--- config.mk ---
export PLATFORM = sky130hd
export DESIGN_NAME = pvrb_bank
export DESIGN_NICKNAME = d
export VERILOG_FILES = /design/src/pvrb_pkg.sv /design/src/pvrb_word0_if.sv /design/src/pvrb_bank.sv /design/src/pvrb_word0_pack.sv
export SDC_FILE = /design/constraint.sdc
export NUM_CORES = 1
export LEC_CHECK = 0
export BUFFER_PORTS_ARGS = -buffer_cell sky130_fd_sc_hd__buf_2
export CORE_MARGIN = 3
export CORE_UTILIZATION = 27
export CTS_CLUSTER_DIAMETER = 60
export DETAILED_ROUTE_END_ITERATION = 10
export PLACE_DENSITY = 0.75
export SLEW_MARGIN = 15
export SYNTH_ARGS = -nofsm -noshare
export SYNTH_HDL_FRONTEND = slang
export SYNTH_SLANG_ARGS = --single-unit
--- constraint.sdc ---
create_clock -name clk -period 0.9 [get_ports clk]
set_clock_uncertainty 0.1 [all_clocks]
set_input_delay 0.135 -clock clk [delete_from_list [all_inputs] [get_ports clk]]
set_output_delay 0.135 -clock clk [all_outputs]
set_load 0.1 [all_outputs]
--- src/pvrb_pkg.sv ---
`default_nettype none
package pvrb_pkg;

  // selector decode
  localparam int unsigned SEL_W     = 16;
  localparam int unsigned IDX_W     = 4;
  localparam int unsigned BASE_W    = 12;
  localparam logic [11:0] SEL_BASE  = 12'h200;

  // word widths
  localparam int unsigned WORD_W    = 32;
  localparam int unsigned DWORD_W   = 64;
  localparam int unsigned BYTE_W    = 8;
  localparam int unsigned CNT_W     = 5;

  // version register population per level
  localparam int LVL_NONE           = 0;
  localparam int LVL_BASIC          = 1;
  localparam int LVL_FULL           = 2;
  localparam int unsigned NUM_NONE  = 0;
  localparam int unsigned NUM_BASIC = 1;
  localparam int unsigned NUM_FULL  = 13;

  // build options that shape the read path
  localparam int DATA_NARROW        = 32;
  localparam int DATA_WIDE          = 64;
  localparam int ADDR_NARROW_MAX    = 32;
  localparam int MMU_NONE           = 0;
  localparam int MMU_FULL           = 3;
  localparam int MUL_NONE           = 0;
  localparam int FPU_NONE           = 0;

  // register numbers with special read treatment
  localparam logic [3:0] IDX_FEATURES   = 4'h0;
  localparam logic [3:0] IDX_USER       = 4'h1;
  localparam logic [3:0] IDX_PAE_LO     = 4'h6;
  localparam logic [3:0] IDX_PAE_HI     = 4'h7;
  localparam logic [3:0] IDX_AEXT_LO    = 4'h8;
  localparam logic [3:0] IDX_AEXT_HI    = 4'h9;
  localparam logic [3:0] IDX_WIDE_EXTRA = 4'hc;

  // feature word bit positions, position 0 is the msb
  localparam int unsigned POS_CFG     = 0;
  localparam int unsigned POS_BARREL  = 1;
  localparam int unsigned POS_DIV     = 2;
  localparam int unsigned POS_MUL     = 3;
  localparam int unsigned POS_FPU     = 4;
  localparam int unsigned POS_TRAPS   = 5;
  localparam int unsigned POS_ICACHE  = 6;
  localparam int unsigned POS_DCACHE  = 7;
  localparam int unsigned POS_MMU     = 8;
  localparam int unsigned POS_BTC     = 9;
  localparam int unsigned POS_ENDIAN  = 10;
  localparam int unsigned POS_FT      = 11;
  localparam int unsigned POS_STACK_GUARD_FLAG   = 12;
  localparam int unsigned POS_BYTE_SWAP_INSTR_FLAG   = 13;
  localparam int unsigned POS_WIDE    = 14;
  localparam int unsigned POS_RSVD    = 15;
  localparam int unsigned POS_RELEASE = 16;
  localparam int unsigned POS_USER_A  = 24;
  localparam int unsigned FLAG_CNT    = 16;
  localparam int unsigned WIDE_POS_OFFSET = 32;

  // fixed field values
  localparam logic ENDIAN_LITTLE = 1'b1;
  localparam logic RSVD_VALUE    = 1'b0;

endpackage
`default_nettype wire

--- src/pvrb_word0_if.sv ---
`timescale 1ns/100ps
`default_nettype none
interface pvrb_word0_if;
  import pvrb_pkg::*;
  logic [FLAG_CNT-1:0] flags;
  logic [BYTE_W-1:0]   release_code;
  logic [BYTE_W-1:0]   custom_value_a;
  logic [WORD_W-1:0]   word;

  modport builder (output flags, output release_code, output custom_value_a, input word);
  modport packer  (input flags, input release_code, input custom_value_a, output word);
endinterface
`default_nettype wire

--- src/pvrb_bank.sv ---
`timescale 1ns/100ps
`default_nettype none
module pvrb_bank
  import pvrb_pkg::*;
#(
  parameter int                     VERSION_REGS_LEVEL      = LVL_FULL,
  parameter int                     DATA_WIDTH              = DATA_NARROW,
  parameter int                     ADDR_WIDTH              = ADDR_NARROW_MAX,
  parameter int                     MEM_MGMT_LEVEL          = MMU_NONE,
  parameter bit                     HAS_BARREL_SHIFTER      = 1'b0,
  parameter bit                     HAS_DIVIDER             = 1'b0,
  parameter int                     HW_MUL_LEVEL            = MUL_NONE,
  parameter int                     FLOAT_UNIT_LEVEL        = FPU_NONE,
  parameter bit                     USES_ANY_TRAPS          = 1'b0,
  parameter bit                     HAS_INSTR_CACHE         = 1'b0,
  parameter bit                     HAS_DATA_CACHE          = 1'b0,
  parameter bit                     HAS_BRANCH_TARGET_CACHE = 1'b0,
  parameter bit                     FAULT_TOLERANT_FLAG     = 1'b0,
  parameter bit                     STACK_GUARD_FLAG        = 1'b0,
  parameter bit                     BYTE_SWAP_INSTR_FLAG    = 1'b0,
  // arbitrary value, not tied to any real release
  parameter logic [BYTE_W-1:0]      RELEASE_CODE            = 8'h5a,
  parameter logic [BYTE_W-1:0]      CUSTOM_VALUE_A_PARAM    = 8'h00,
  parameter logic [WORD_W-1:0]      CUSTOM_VALUE_B_PARAM    = 32'h0000_0000,
  // registers two to twelve, register n at [(n-2)*64 +: 64]
  parameter logic [11*DWORD_W-1:0]  OTHER_REGS_VALUE        = '0
)(
  input  wire logic               clk,
  input  wire logic               rst_n,
  input  wire logic               rd_req,
  input  wire logic               rd_ext,
  input  wire logic [SEL_W-1:0]   special_reg_selector,
  output logic                    rd_valid,
  output logic                    rd_hit,
  output logic      [DWORD_W-1:0] rd_data,
  output logic                    status_version_present_bit
);

  // build-time decode of the read path options
  localparam bit WIDE_MODE   = (DATA_WIDTH == DATA_WIDE);
  localparam bit ADDR_EXT    = (DATA_WIDTH == DATA_NARROW) && (ADDR_WIDTH > ADDR_NARROW_MAX);
  localparam bit PHYS_ADDR_EXTENSION = ADDR_EXT && (MEM_MGMT_LEVEL == MMU_FULL);
  localparam bit HAS_MEM_MANAGER     = (MEM_MGMT_LEVEL > MMU_NONE);
  localparam bit CFG_FULL    = (VERSION_REGS_LEVEL == LVL_FULL);

  // number of implemented registers for the chosen level
  localparam logic [CNT_W-1:0] REG_COUNT =
    (VERSION_REGS_LEVEL == LVL_FULL)  ? CNT_W'(NUM_FULL)  :
    (VERSION_REGS_LEVEL == LVL_BASIC) ? CNT_W'(NUM_BASIC) : CNT_W'(NUM_NONE);

  // presence is a build fact, not a register: no version registers, bit low
  assign status_version_present_bit = (REG_COUNT != CNT_W'(NUM_NONE));

  // feature word packing
  pvrb_word0_if w0 ();
  logic [FLAG_CNT-1:0] flags;

  always_comb begin
    flags              = '0;
    flags[POS_CFG]     = CFG_FULL;
    flags[POS_BARREL]  = HAS_BARREL_SHIFTER;
    flags[POS_DIV]     = HAS_DIVIDER;
    flags[POS_MUL]     = (HW_MUL_LEVEL > MUL_NONE);
    flags[POS_FPU]     = (FLOAT_UNIT_LEVEL > FPU_NONE);
    flags[POS_TRAPS]   = USES_ANY_TRAPS || HAS_MEM_MANAGER;
    flags[POS_ICACHE]  = HAS_INSTR_CACHE;
    flags[POS_DCACHE]  = HAS_DATA_CACHE;
    flags[POS_MMU]     = HAS_MEM_MANAGER;
    flags[POS_BTC]     = HAS_BRANCH_TARGET_CACHE;
    flags[POS_ENDIAN]  = ENDIAN_LITTLE;
    flags[POS_FT]      = FAULT_TOLERANT_FLAG;
    flags[POS_STACK_GUARD_FLAG]   = STACK_GUARD_FLAG;
    flags[POS_BYTE_SWAP_INSTR_FLAG]   = BYTE_SWAP_INSTR_FLAG;
    flags[POS_WIDE]    = WIDE_MODE;
    flags[POS_RSVD]    = RSVD_VALUE;
  end

  assign w0.flags          = flags;
  assign w0.release_code   = RELEASE_CODE;
  assign w0.custom_value_a = CUSTOM_VALUE_A_PARAM;

  pvrb_word0_pack u_pack (
    .f (w0.packer)
  );

  // constant bank; no write port exists, and reset never touches it
  logic [DWORD_W-1:0] bank [NUM_FULL];

  for (genvar n = 0; n < NUM_FULL; n++) begin : g_bank
    if (n == IDX_FEATURES) begin : g_w0
      assign bank[n] = {{(DWORD_W-WORD_W){1'b0}}, w0.word};
    end else if (n == IDX_USER) begin : g_w1
      assign bank[n] = {{(DWORD_W-WORD_W){1'b0}}, CUSTOM_VALUE_B_PARAM};
    end else begin : g_wn
      assign bank[n] = OTHER_REGS_VALUE[(n-2)*DWORD_W +: DWORD_W];
    end
  end

  // selector decode
  logic [IDX_W-1:0]  sel_idx;
  logic              sel_base_ok;
  logic              sel_hit;
  logic              idx_is_wide;
  logic              idx_has_upper;

  assign sel_idx     = special_reg_selector[IDX_W-1:0];
  assign sel_base_ok = (special_reg_selector[SEL_W-1 -: BASE_W] == SEL_BASE);
  // registers beyond the level's count simply do not answer
  assign sel_hit     = sel_base_ok && ({1'b0, sel_idx} < REG_COUNT);

  // registers that can exceed 32 bits; register 12 is only wide in a 64-bit build,
  // elsewhere it reads through the ordinary low-half path like the rest
  assign idx_is_wide = (sel_idx == IDX_PAE_LO) || (sel_idx == IDX_PAE_HI) ||
                       (sel_idx == IDX_AEXT_LO) || (sel_idx == IDX_AEXT_HI) ||
                       (sel_idx == IDX_WIDE_EXTRA);

  // registers whose high half is reached by the extended read
  assign idx_has_upper =
    (ADDR_EXT && ((sel_idx == IDX_AEXT_LO) || (sel_idx == IDX_AEXT_HI))) ||
    (PHYS_ADDR_EXTENSION && ((sel_idx == IDX_PAE_LO) || (sel_idx == IDX_PAE_HI)));

  // read data selection; unselected or missing registers return zero
  logic [DWORD_W-1:0] rd_data_nxt;
  logic [DWORD_W-1:0] entry;

  always_comb begin
    entry       = bank[sel_idx < IDX_W'(NUM_FULL) ? sel_idx : IDX_FEATURES];
    rd_data_nxt = '0;
    if (sel_hit) begin
      if (rd_ext) begin
        // extended read only carries a high half where one exists
        if (idx_has_upper) begin
          rd_data_nxt = {{(DWORD_W-WORD_W){1'b0}}, entry[DWORD_W-1 -: WORD_W]};
        end
      end else if (WIDE_MODE && idx_is_wide) begin
        rd_data_nxt = entry;
      end else begin
        rd_data_nxt = {{(DWORD_W-WORD_W){1'b0}}, entry[WORD_W-1:0]};
      end
    end
  end

  // read strobe, one cycle after the request
  always_ff @(posedge clk) begin
    if (!rst_n) begin
      rd_valid <= 1'b0;
    end else begin
      rd_valid <= rd_req;
    end
  end

  // hit flag; a miss tells the core the selector names nothing here
  always_ff @(posedge clk) begin
    if (!rst_n) begin
      rd_hit <= 1'b0;
    end else begin
      rd_hit <= rd_req && sel_hit;
    end
  end

  // data is held between reads so a slow consumer can sample late
  always_ff @(posedge clk) begin
    if (!rst_n) begin
      rd_data <= '0;
    end else if (rd_req) begin
      rd_data <= rd_data_nxt;
    end
  end
endmodule
`default_nettype wire

--- src/pvrb_word0_pack.sv ---
`timescale 1ns/100ps
`default_nettype none
module pvrb_word0_pack
  import pvrb_pkg::*;
(
  pvrb_word0_if.packer f
);

  // flag at position p lands on bit (msb - p); msb-first numbering
  for (genvar p = 0; p < FLAG_CNT; p++) begin : g_flag
    assign f.word[WORD_W-1-p] = f.flags[p];
  end

  // byte fields keep their own bit order, msb at the lower position
  assign f.word[WORD_W-1-POS_RELEASE -: BYTE_W] = f.release_code;
  assign f.word[WORD_W-1-POS_USER_A -: BYTE_W]  = f.custom_value_a;

endmodule
`default_nettype wire

==> out/summary.log, run 1 <==
[outcome] outcome finished with violations
[outcome] violated checks negative setup slack
[synthesis] flip-flop and latch count after synthesis 3
[setup_path] CP max stage cell dfxtp_4
[run] Max Cap Viol 0
[final_layout] proportion of layout cells with a drive suffix above 1 37.1%
[global_routing] global route total overflow 0
[pwr] Switch Pwr 1190 µW
[final_layout] count of inserted antenna diode cells 0
[floorplan] horizontal die dimension 54.5 µm
[timing] Highest Clock Rate 0.878 GHz
[global_routing] global-route usage over all layers 4.50%
[route] count of TritonRoute iterations in the first routing pass 4
[floorplan] Die Span Y 54.5 µm
[place] worst setup slack after placement -0.250 ns
[route] vias per inst 3.02
[global_routing] global-route wire length before repair 862 µm
[final_layout] most common cell after layout, fill and taps aside conb_1
[pwr] Overall Power 1550 µW
[synthesis] register area share after synthesis 9.47%
[timing] final setup vio count 8
[floorplan] initial core utilization 30.5%
[clock_tree] clock tree from TritonCTS built
[route] DRC Markers 0
[setup_path] crit path launch type flip-flop
[final_layout] fill count 222
[setup_path] worst setup path startpoint rd_data[21]$_SDFFE_PN0P_
[final_layout] final standard cell utilization of the core 34.7%
[place] post-DP HPWL 1000 µm
[synthesis] post-synthesis instance area 634 µm²
[setup_path] Reg-to-Reg Start rd_data[21]$_SDFFE_PN0P_
[setup_path] required time of the critical path 0.66 ns
[synthesis] adder and majority gate portion of the synthesized area 0%
[synthesis] synth unique cells 12
[clock_tree] clock sink total 3
[place] Placed Cells incl. Taps 128
[floorplan] Die ar. 0.00297 mm²
[global_routing] largest net degree at the start of global routing 8
[final_layout] footprint of the multi-input gates 325 µm²
[timing] worst-case setup margin in the final layout -0.240 ns
[pwr] portion of total power attributed to combinational logic 75.7%
[floorplan] Boundary Pins 87
[pwr] power density over the cells 2150 mW/mm²
[place] RD Place Congestion 0.491
[final_layout] top library cells by usage in the layout, fill and taps aside 59 x conb_1, 19 x buf_2, 8 x buf_12
[route] antenna violation net count after detailed routing 0
[timing] hold violation count in the final report 0
[global_routing] via count of the first global-routing pass 243
[synthesis] Avg Synthesized Cell Area 8.03 µm²
[setup_path] peak per-stage delay on the critical path 0.46 ns
[min_path] worst min-delay path startpoint special_reg_selector[2]
[pwr] LEAKAGE 0.000405 µW
[global_routing] number of antenna violations at the first check in global routing 0
[route] number of vias in the routed layout 399
[clock_tree] clock latency of the later-clocked register in the worst-skew pair 0.24 ns
[synthesis] multiplexer area fraction after synthesis 0%
[synthesis] combinational family with the most area after synthesis buffers and inverters
[synthesis] Post-Synth XOR/XNOR Area 0%
[setup_path] worst-path fanout max 7
[setup_path] ordered list of cells on the worst path buf_12
[floorplan] area of the core region 0.00208 mm²
[route] DRT Wirelength 1130 µm
[setup_path] worst setup path category reg2out
[synthesis] share of synthesized cell area in and, or, nand and nor gates 11.4%
[clock_tree] number of buffers inserted during clock tree synthesis 3
[floorplan] number of rows created at floorplan 16
[final_layout] Area growth syn-to-layout 13.8%
[setup_path] Critical Path Sink Type output port
[synthesis] Synthesis Warnings 0
[timing] Final Max Tran Viols 0
[route] DRC marker count from the first detailed-route iteration 1
[place] I/O Buffers 27
[pwr] Cell Int Power 354 µW
[setup_path] kind of cell adding the most delay to the critical path flip-flops
[pwr] IR Drop Worst-Case VDD 997 µV
[timing] setup repair after global routing missed its margin true
[final_layout] footprint of the flip-flops and latches 66.3 µm²
[final_layout] number of cells in the finished layout apart from fillers 132
[setup_path] arrival time reported for the critical path endpoint 0.90 ns
[clock_tree] root cell of the clock tree clkbuf_4
[clock_tree] deepest clock path buffer count 2
[pwr] proportion of power drawn by flip-flops and latches 8.7%
[setup_path] CP bufs+invs 1
[synthesis] area fraction in compound gates after synthesis 2.17%
[pwr] switch share 77.1%
[timing] Final Cycle Share 127%
[clock_tree] number of H-tree branching levels 1
[timing] final critical delay including setup and external delays 1.14 ns
[min_path] path type of the worst min-delay path in2reg
[final_layout] net count of the finished layout 126
[route] DR WL/cell 8.55 µm
[synthesis] synthesized instance count 79
[pwr] part of the power in the clock network 15.6%
[clock_tree] clock slew seen by the registers of the worst setup and hold paths 0.04 ns
final timing paths:
check,endpoint,slack (ns),cells after the start
max,rd_data[21],-0.24,1
min,rd_hit$_SDFF_PN0_,0.01,2
max reg2reg,rd_data[21]$_SDFFE_PN0P_,0.08,2
min reg2reg,rd_data[21]$_SDFFE_PN0P_,0.51,2
power groups by stage:
stage | combinational (µW) | sequential, µW | clock, µW
finish | 1170 | 135 | 241
global route | 1190 | 136 | 257
detailed placement | 1150 | 137 | 0
floorplan | 1280 | 154 | 0
CTS | 1150 | 135 | 254
global placement | 1150 | 138 | 0
state kept, by name, indices dropped and copies added, names as in the netlist:
signal / count
rd_data: 1
rd_valid: 1
rd_hit: 1
area by class of cell:
type                            instances  share of cell area (%)
Timing Repair Buffer                   29                    37.4
Multi-Input combinational cell         69                    45.1
Sequential cell                         3                    9.19
Tap cell                               27                    4.68
Clock buffer                            4                    3.64
timing repair:
item                                    in CTS  in global routing
endpoints found under the setup margin       8                  9
resized for setup                            0                  2
hold buffers                                 0                  0
setup buffers                                0                  0
pin swaps                                    0                  2
cell usage after synthesis:
library cell	instances	area (µm²)
conb_1	2	7.51
o31ai_1	1	7.51
or3_1	1	6.26
buf_4	64	480
dfxtp_1	3	60.1
or2_2	1	6.26
nor4b_2	1	15.0
and2_1	1	6.26
a31oi_1	1	6.26
nand4_1	1	6.26
nor4_2	2	25.0
nand3b_1	1	7.51
layer usage:
layer	part of all wire (%)	track usage, %	routed length (µm)	up-vias
met2	47	8.37	535	53
met1	27	2.09	309	167
li1	-	-	-	177
met4	1.1	3.73	12	0
met5	0	0	0	-
met3	24	4.36	271	2
metrics by stage:
step,cell area [µm²],setup TNS [ns],hold WS [ns]
after floorplan,867,-1.09,0.128
after global placement,678,-0.300,0.241
after detailed placement,678,-0.446,0.255
after CTS,704,-1.65,0.00631
after global routing,722,-1.70,0.0167
final,722,-1.57,0.0129
cell families after synthesis:
family / after synthesis
and+or+nand+nor: 8
other: 2
DFF: 3
buffers and inverters: 64
AOI/OAI and AO/OA: 2
(Power assumes the default switching activity.)
==> run 2, diff against run 1 <==
--- a/constraint.sdc
+++ b/constraint.sdc
@@ -3,3 +3,3 @@
 set_input_delay 0.135 -clock clk [delete_from_list [all_inputs] [get_ports clk]]
 set_output_delay 0.135 -clock clk [all_outputs]
-set_load 0.1 [all_outputs]
+set_load 0.01 [all_outputs]
==> out/summary.log, run 2 (same netlist as run 1, synthesis figures left out) <==
[setup_path] worst-path fanout max 7 [unchanged]
[floorplan] number of rows created at floorplan 16 [unchanged]
[setup_path] worst setup path category reg2out
[timing] setup TNS -0.411 ns [+1.16 ns]
[place] RD Place Congestion 0.452 [-7.8%]
[route] DRT Wirelength 1030 µm [-8.8%]
[timing] Final Cycle Share 108% [-19 points]
[floorplan] initial core utilization 30.5% [unchanged]
[global_routing] global-route wire length before repair 993 µm [+15%]
[setup_path] FF-to-FF End rd_data[21]$_SDFFE_PN0P_
[timing] Final Max Tran Viols 0 [unchanged]
[global_routing] global-route usage over all layers 5.17% [+0.68 points]
[route] number of vias in the routed layout 402 [+0.75%]
[setup_path] arrival time reported for the critical path endpoint 0.74 ns [-0.16 ns]
[place] I/O Buffers 27 [unchanged]
[setup_path] CP max stage cell dfxtp_4
[route] DR WL/cell 7.85 µm [-8.1%]
[final_layout] registers with the most flip-flops rd_data x1, rd_hit x1, rd_valid x1
[clock_tree] clock tree from TritonCTS built
[timing] worst-case setup margin in the final layout -0.0729 ns [+0.167 ns]
[route] antenna violation net count after detailed routing 0 [unchanged]
[setup_path] path length in cells of the critical path 1 [unchanged]
[final_layout] fill count 229 [+3.2%]
[min_path] path type of the worst min-delay path in2reg
[global_routing] largest net degree at the start of global routing 8 [unchanged]
[clock_tree] root cell of the clock tree clkbuf_4
[setup_path] Reg-to-Reg Start rd_data[21]$_SDFFE_PN0P_
[route] count of TritonRoute iterations in the first routing pass 4 [unchanged]
[setup_path] R2R Setup Slk 0.18 ns [+0.10 ns]
[clock_tree] deepest clock path buffer count 2 [unchanged]
[route] vias per inst 3.07 [+1.5%]
[final_layout] net count of the finished layout 125 [-0.79%]
[timing] hold violation count in the final report 0 [unchanged]
[global_routing] global route total overflow 0 [unchanged]
[clock_tree] clock sink total 3 [unchanged]
[setup_path] cell count of the worst reg-to-reg path 2 [unchanged]
[timing] Highest Clock Rate 1.03 GHz [+17%]
[setup_path] kind of cell adding the most delay to the critical path flip-flops
[floorplan] Die ar. 0.00297 mm² [unchanged]
[clock_tree] clock latency of the later-clocked register in the worst-skew pair 0.24 ns [about the same]
[route] DRC Markers 0 [unchanged]
[floorplan] Boundary Pins 87 [unchanged]
[route] DRC marker count from the first detailed-route iteration 8 [+7]
[final_layout] final standard cell utilization of the core 28.1% [-6.6 points]
[place] Placed Cells incl. Taps 126 [-1.6%]
[final_layout] top library cells by usage in the layout, fill and taps aside 59 x conb_1, 25 x buf_2, 3 x clkbuf_4
[setup_path] capture point of the critical path rd_data[12]
[timing] final setup vio count 6 [-2]
[pwr] IR Drop Worst-Case VDD 440 µV [-56%]
[final_layout] footprint of the flip-flops and latches 63.8 µm² [-3.8%]
[final_layout] proportion of layout cells with a drive suffix above 1 33.7% [-3.5 points]
[pwr] LEAKAGE 0.000370 µW [-8.6%]
[setup_path] crit path launch type flip-flop
[setup_path] CP bufs+invs 1 [unchanged]
[floorplan] area of the core region 0.00208 mm² [unchanged]
[final_layout] count of inserted antenna diode cells 0 [unchanged]
[clock_tree] post-CTS setup-driven buffer insertion count 0 [unchanged]
[final_layout] Area growth syn-to-layout -7.69%
[pwr] part of the power in the clock network 44.0% [+28 points]
[floorplan] horizontal die dimension 54.5 µm [unchanged]
[pwr] Overall Power 560 µW [-64%]
[global_routing] number of antenna violations at the first check in global routing 0 [unchanged]
[clock_tree] clock slew seen by the registers of the worst setup and hold paths 0.04 ns [about the same]
[setup_path] Critical Path Sink Type output port
[setup_path] ordered list of cells on the worst path buf_2
[pwr] portion of total power attributed to combinational logic 32.2% [-44 points]
[final_layout] number of cells in the finished layout apart from fillers 131 [-0.76%]
[outcome] outcome finished with violations
[place] worst setup slack after placement -0.189 ns [+0.0613 ns]
[pwr] Cell Int Power 341 µW [-3.7%]
[setup_path] peak per-stage delay on the critical path 0.36 ns [-0.10 ns]
[setup_path] worst setup path startpoint rd_data[21]$_SDFFE_PN0P_
[pwr] switch share 39.1% [-38 points]
[clock_tree] number of buffers inserted during clock tree synthesis 3 [unchanged]
[timing] setup repair after global routing missed its margin true
[setup_path] required time of the critical path 0.66 ns [about the same]
[global_routing] via count of the first global-routing pass 271 [+12%]
[final_layout] footprint of the multi-input gates 308 µm² [-5.4%]
[pwr] proportion of power drawn by flip-flops and latches 23.8% [+15 points]
[final_layout] most common cell after layout, fill and taps aside conb_1
[outcome] violated checks negative setup slack
[place] post-DP HPWL 941 µm [-5.9%]
[clock_tree] number of H-tree branching levels 1 [unchanged]
[timing] final critical delay including setup and external delays 0.973 ns [-0.167 ns]
[run] Max Cap Viol 0 [unchanged]
[pwr] power density over the cells 957 mW/mm² [-55%]
[floorplan] Die Span Y 54.5 µm [unchanged]
[pwr] Switch Pwr 219 µW [-82%]
run 2: worst min path at each step:
stage	start	to	slack (ns)	cells after the start
after global placement	special_reg_selector[3]	rd_hit$_SDFF_PN0_	0.25	2
final	special_reg_selector[2]	rd_hit$_SDFF_PN0_	0.01	2
after global routing	rst_n	rd_data[21]$_SDFFE_PN0P_	0.04	3
after detailed placement	special_reg_selector[3]	rd_hit$_SDFF_PN0_	0.25	2
after floorplan	special_reg_selector[2]	rd_hit$_SDFF_PN0_	0.14	1
after CTS	rst_n	rd_data[21]$_SDFFE_PN0P_	0.03	3
run 2: final cells by class:
class                   instances  share of cell area [%]
multi-input cells              69                    52.6
repair buffers                 28                    26.3
flip-flops and latches          3                    10.9
well taps                      27                    5.77
clock buffers                   4                    4.49
run 2: metrics by stage:
stage,instance area (µm²),hold WS (ns)
final,586,0.0103
after global routing,586,0.0383
after CTS,593,0.0266
after detailed placement,537,0.252
after global placement,537,0.248
after floorplan,848,0.136
run 2: timing repair:
item / in CTS / in global routing
hold buffers: 2 / 0
gates resized for setup: 3 / 1
pin swaps: 0 / 1
hold endpoints to repair: 1 / 0
setup endpoints to repair: 7 / 8
run 2: power by group through the flow:
stage	Sequential, µW	Clock [µW]	Combinational, µW
finish	133	247	180
global route	133	268	202
CTS	133	258	177
detailed placement	139	0	170
global placement	138	0	167
floorplan	140	0	308
run 2: per-layer routing:
metal / GRT usage (%) / up-vias / part of all wire [%]
met1: 1.77 / 165 / 16
met3: 2.18 / 4 / 27
met4: 6.22 / 0 / 2.4
li1: - / 176 / -
met2: 11.6 / 57 / 54
met5: 0 / - / 0
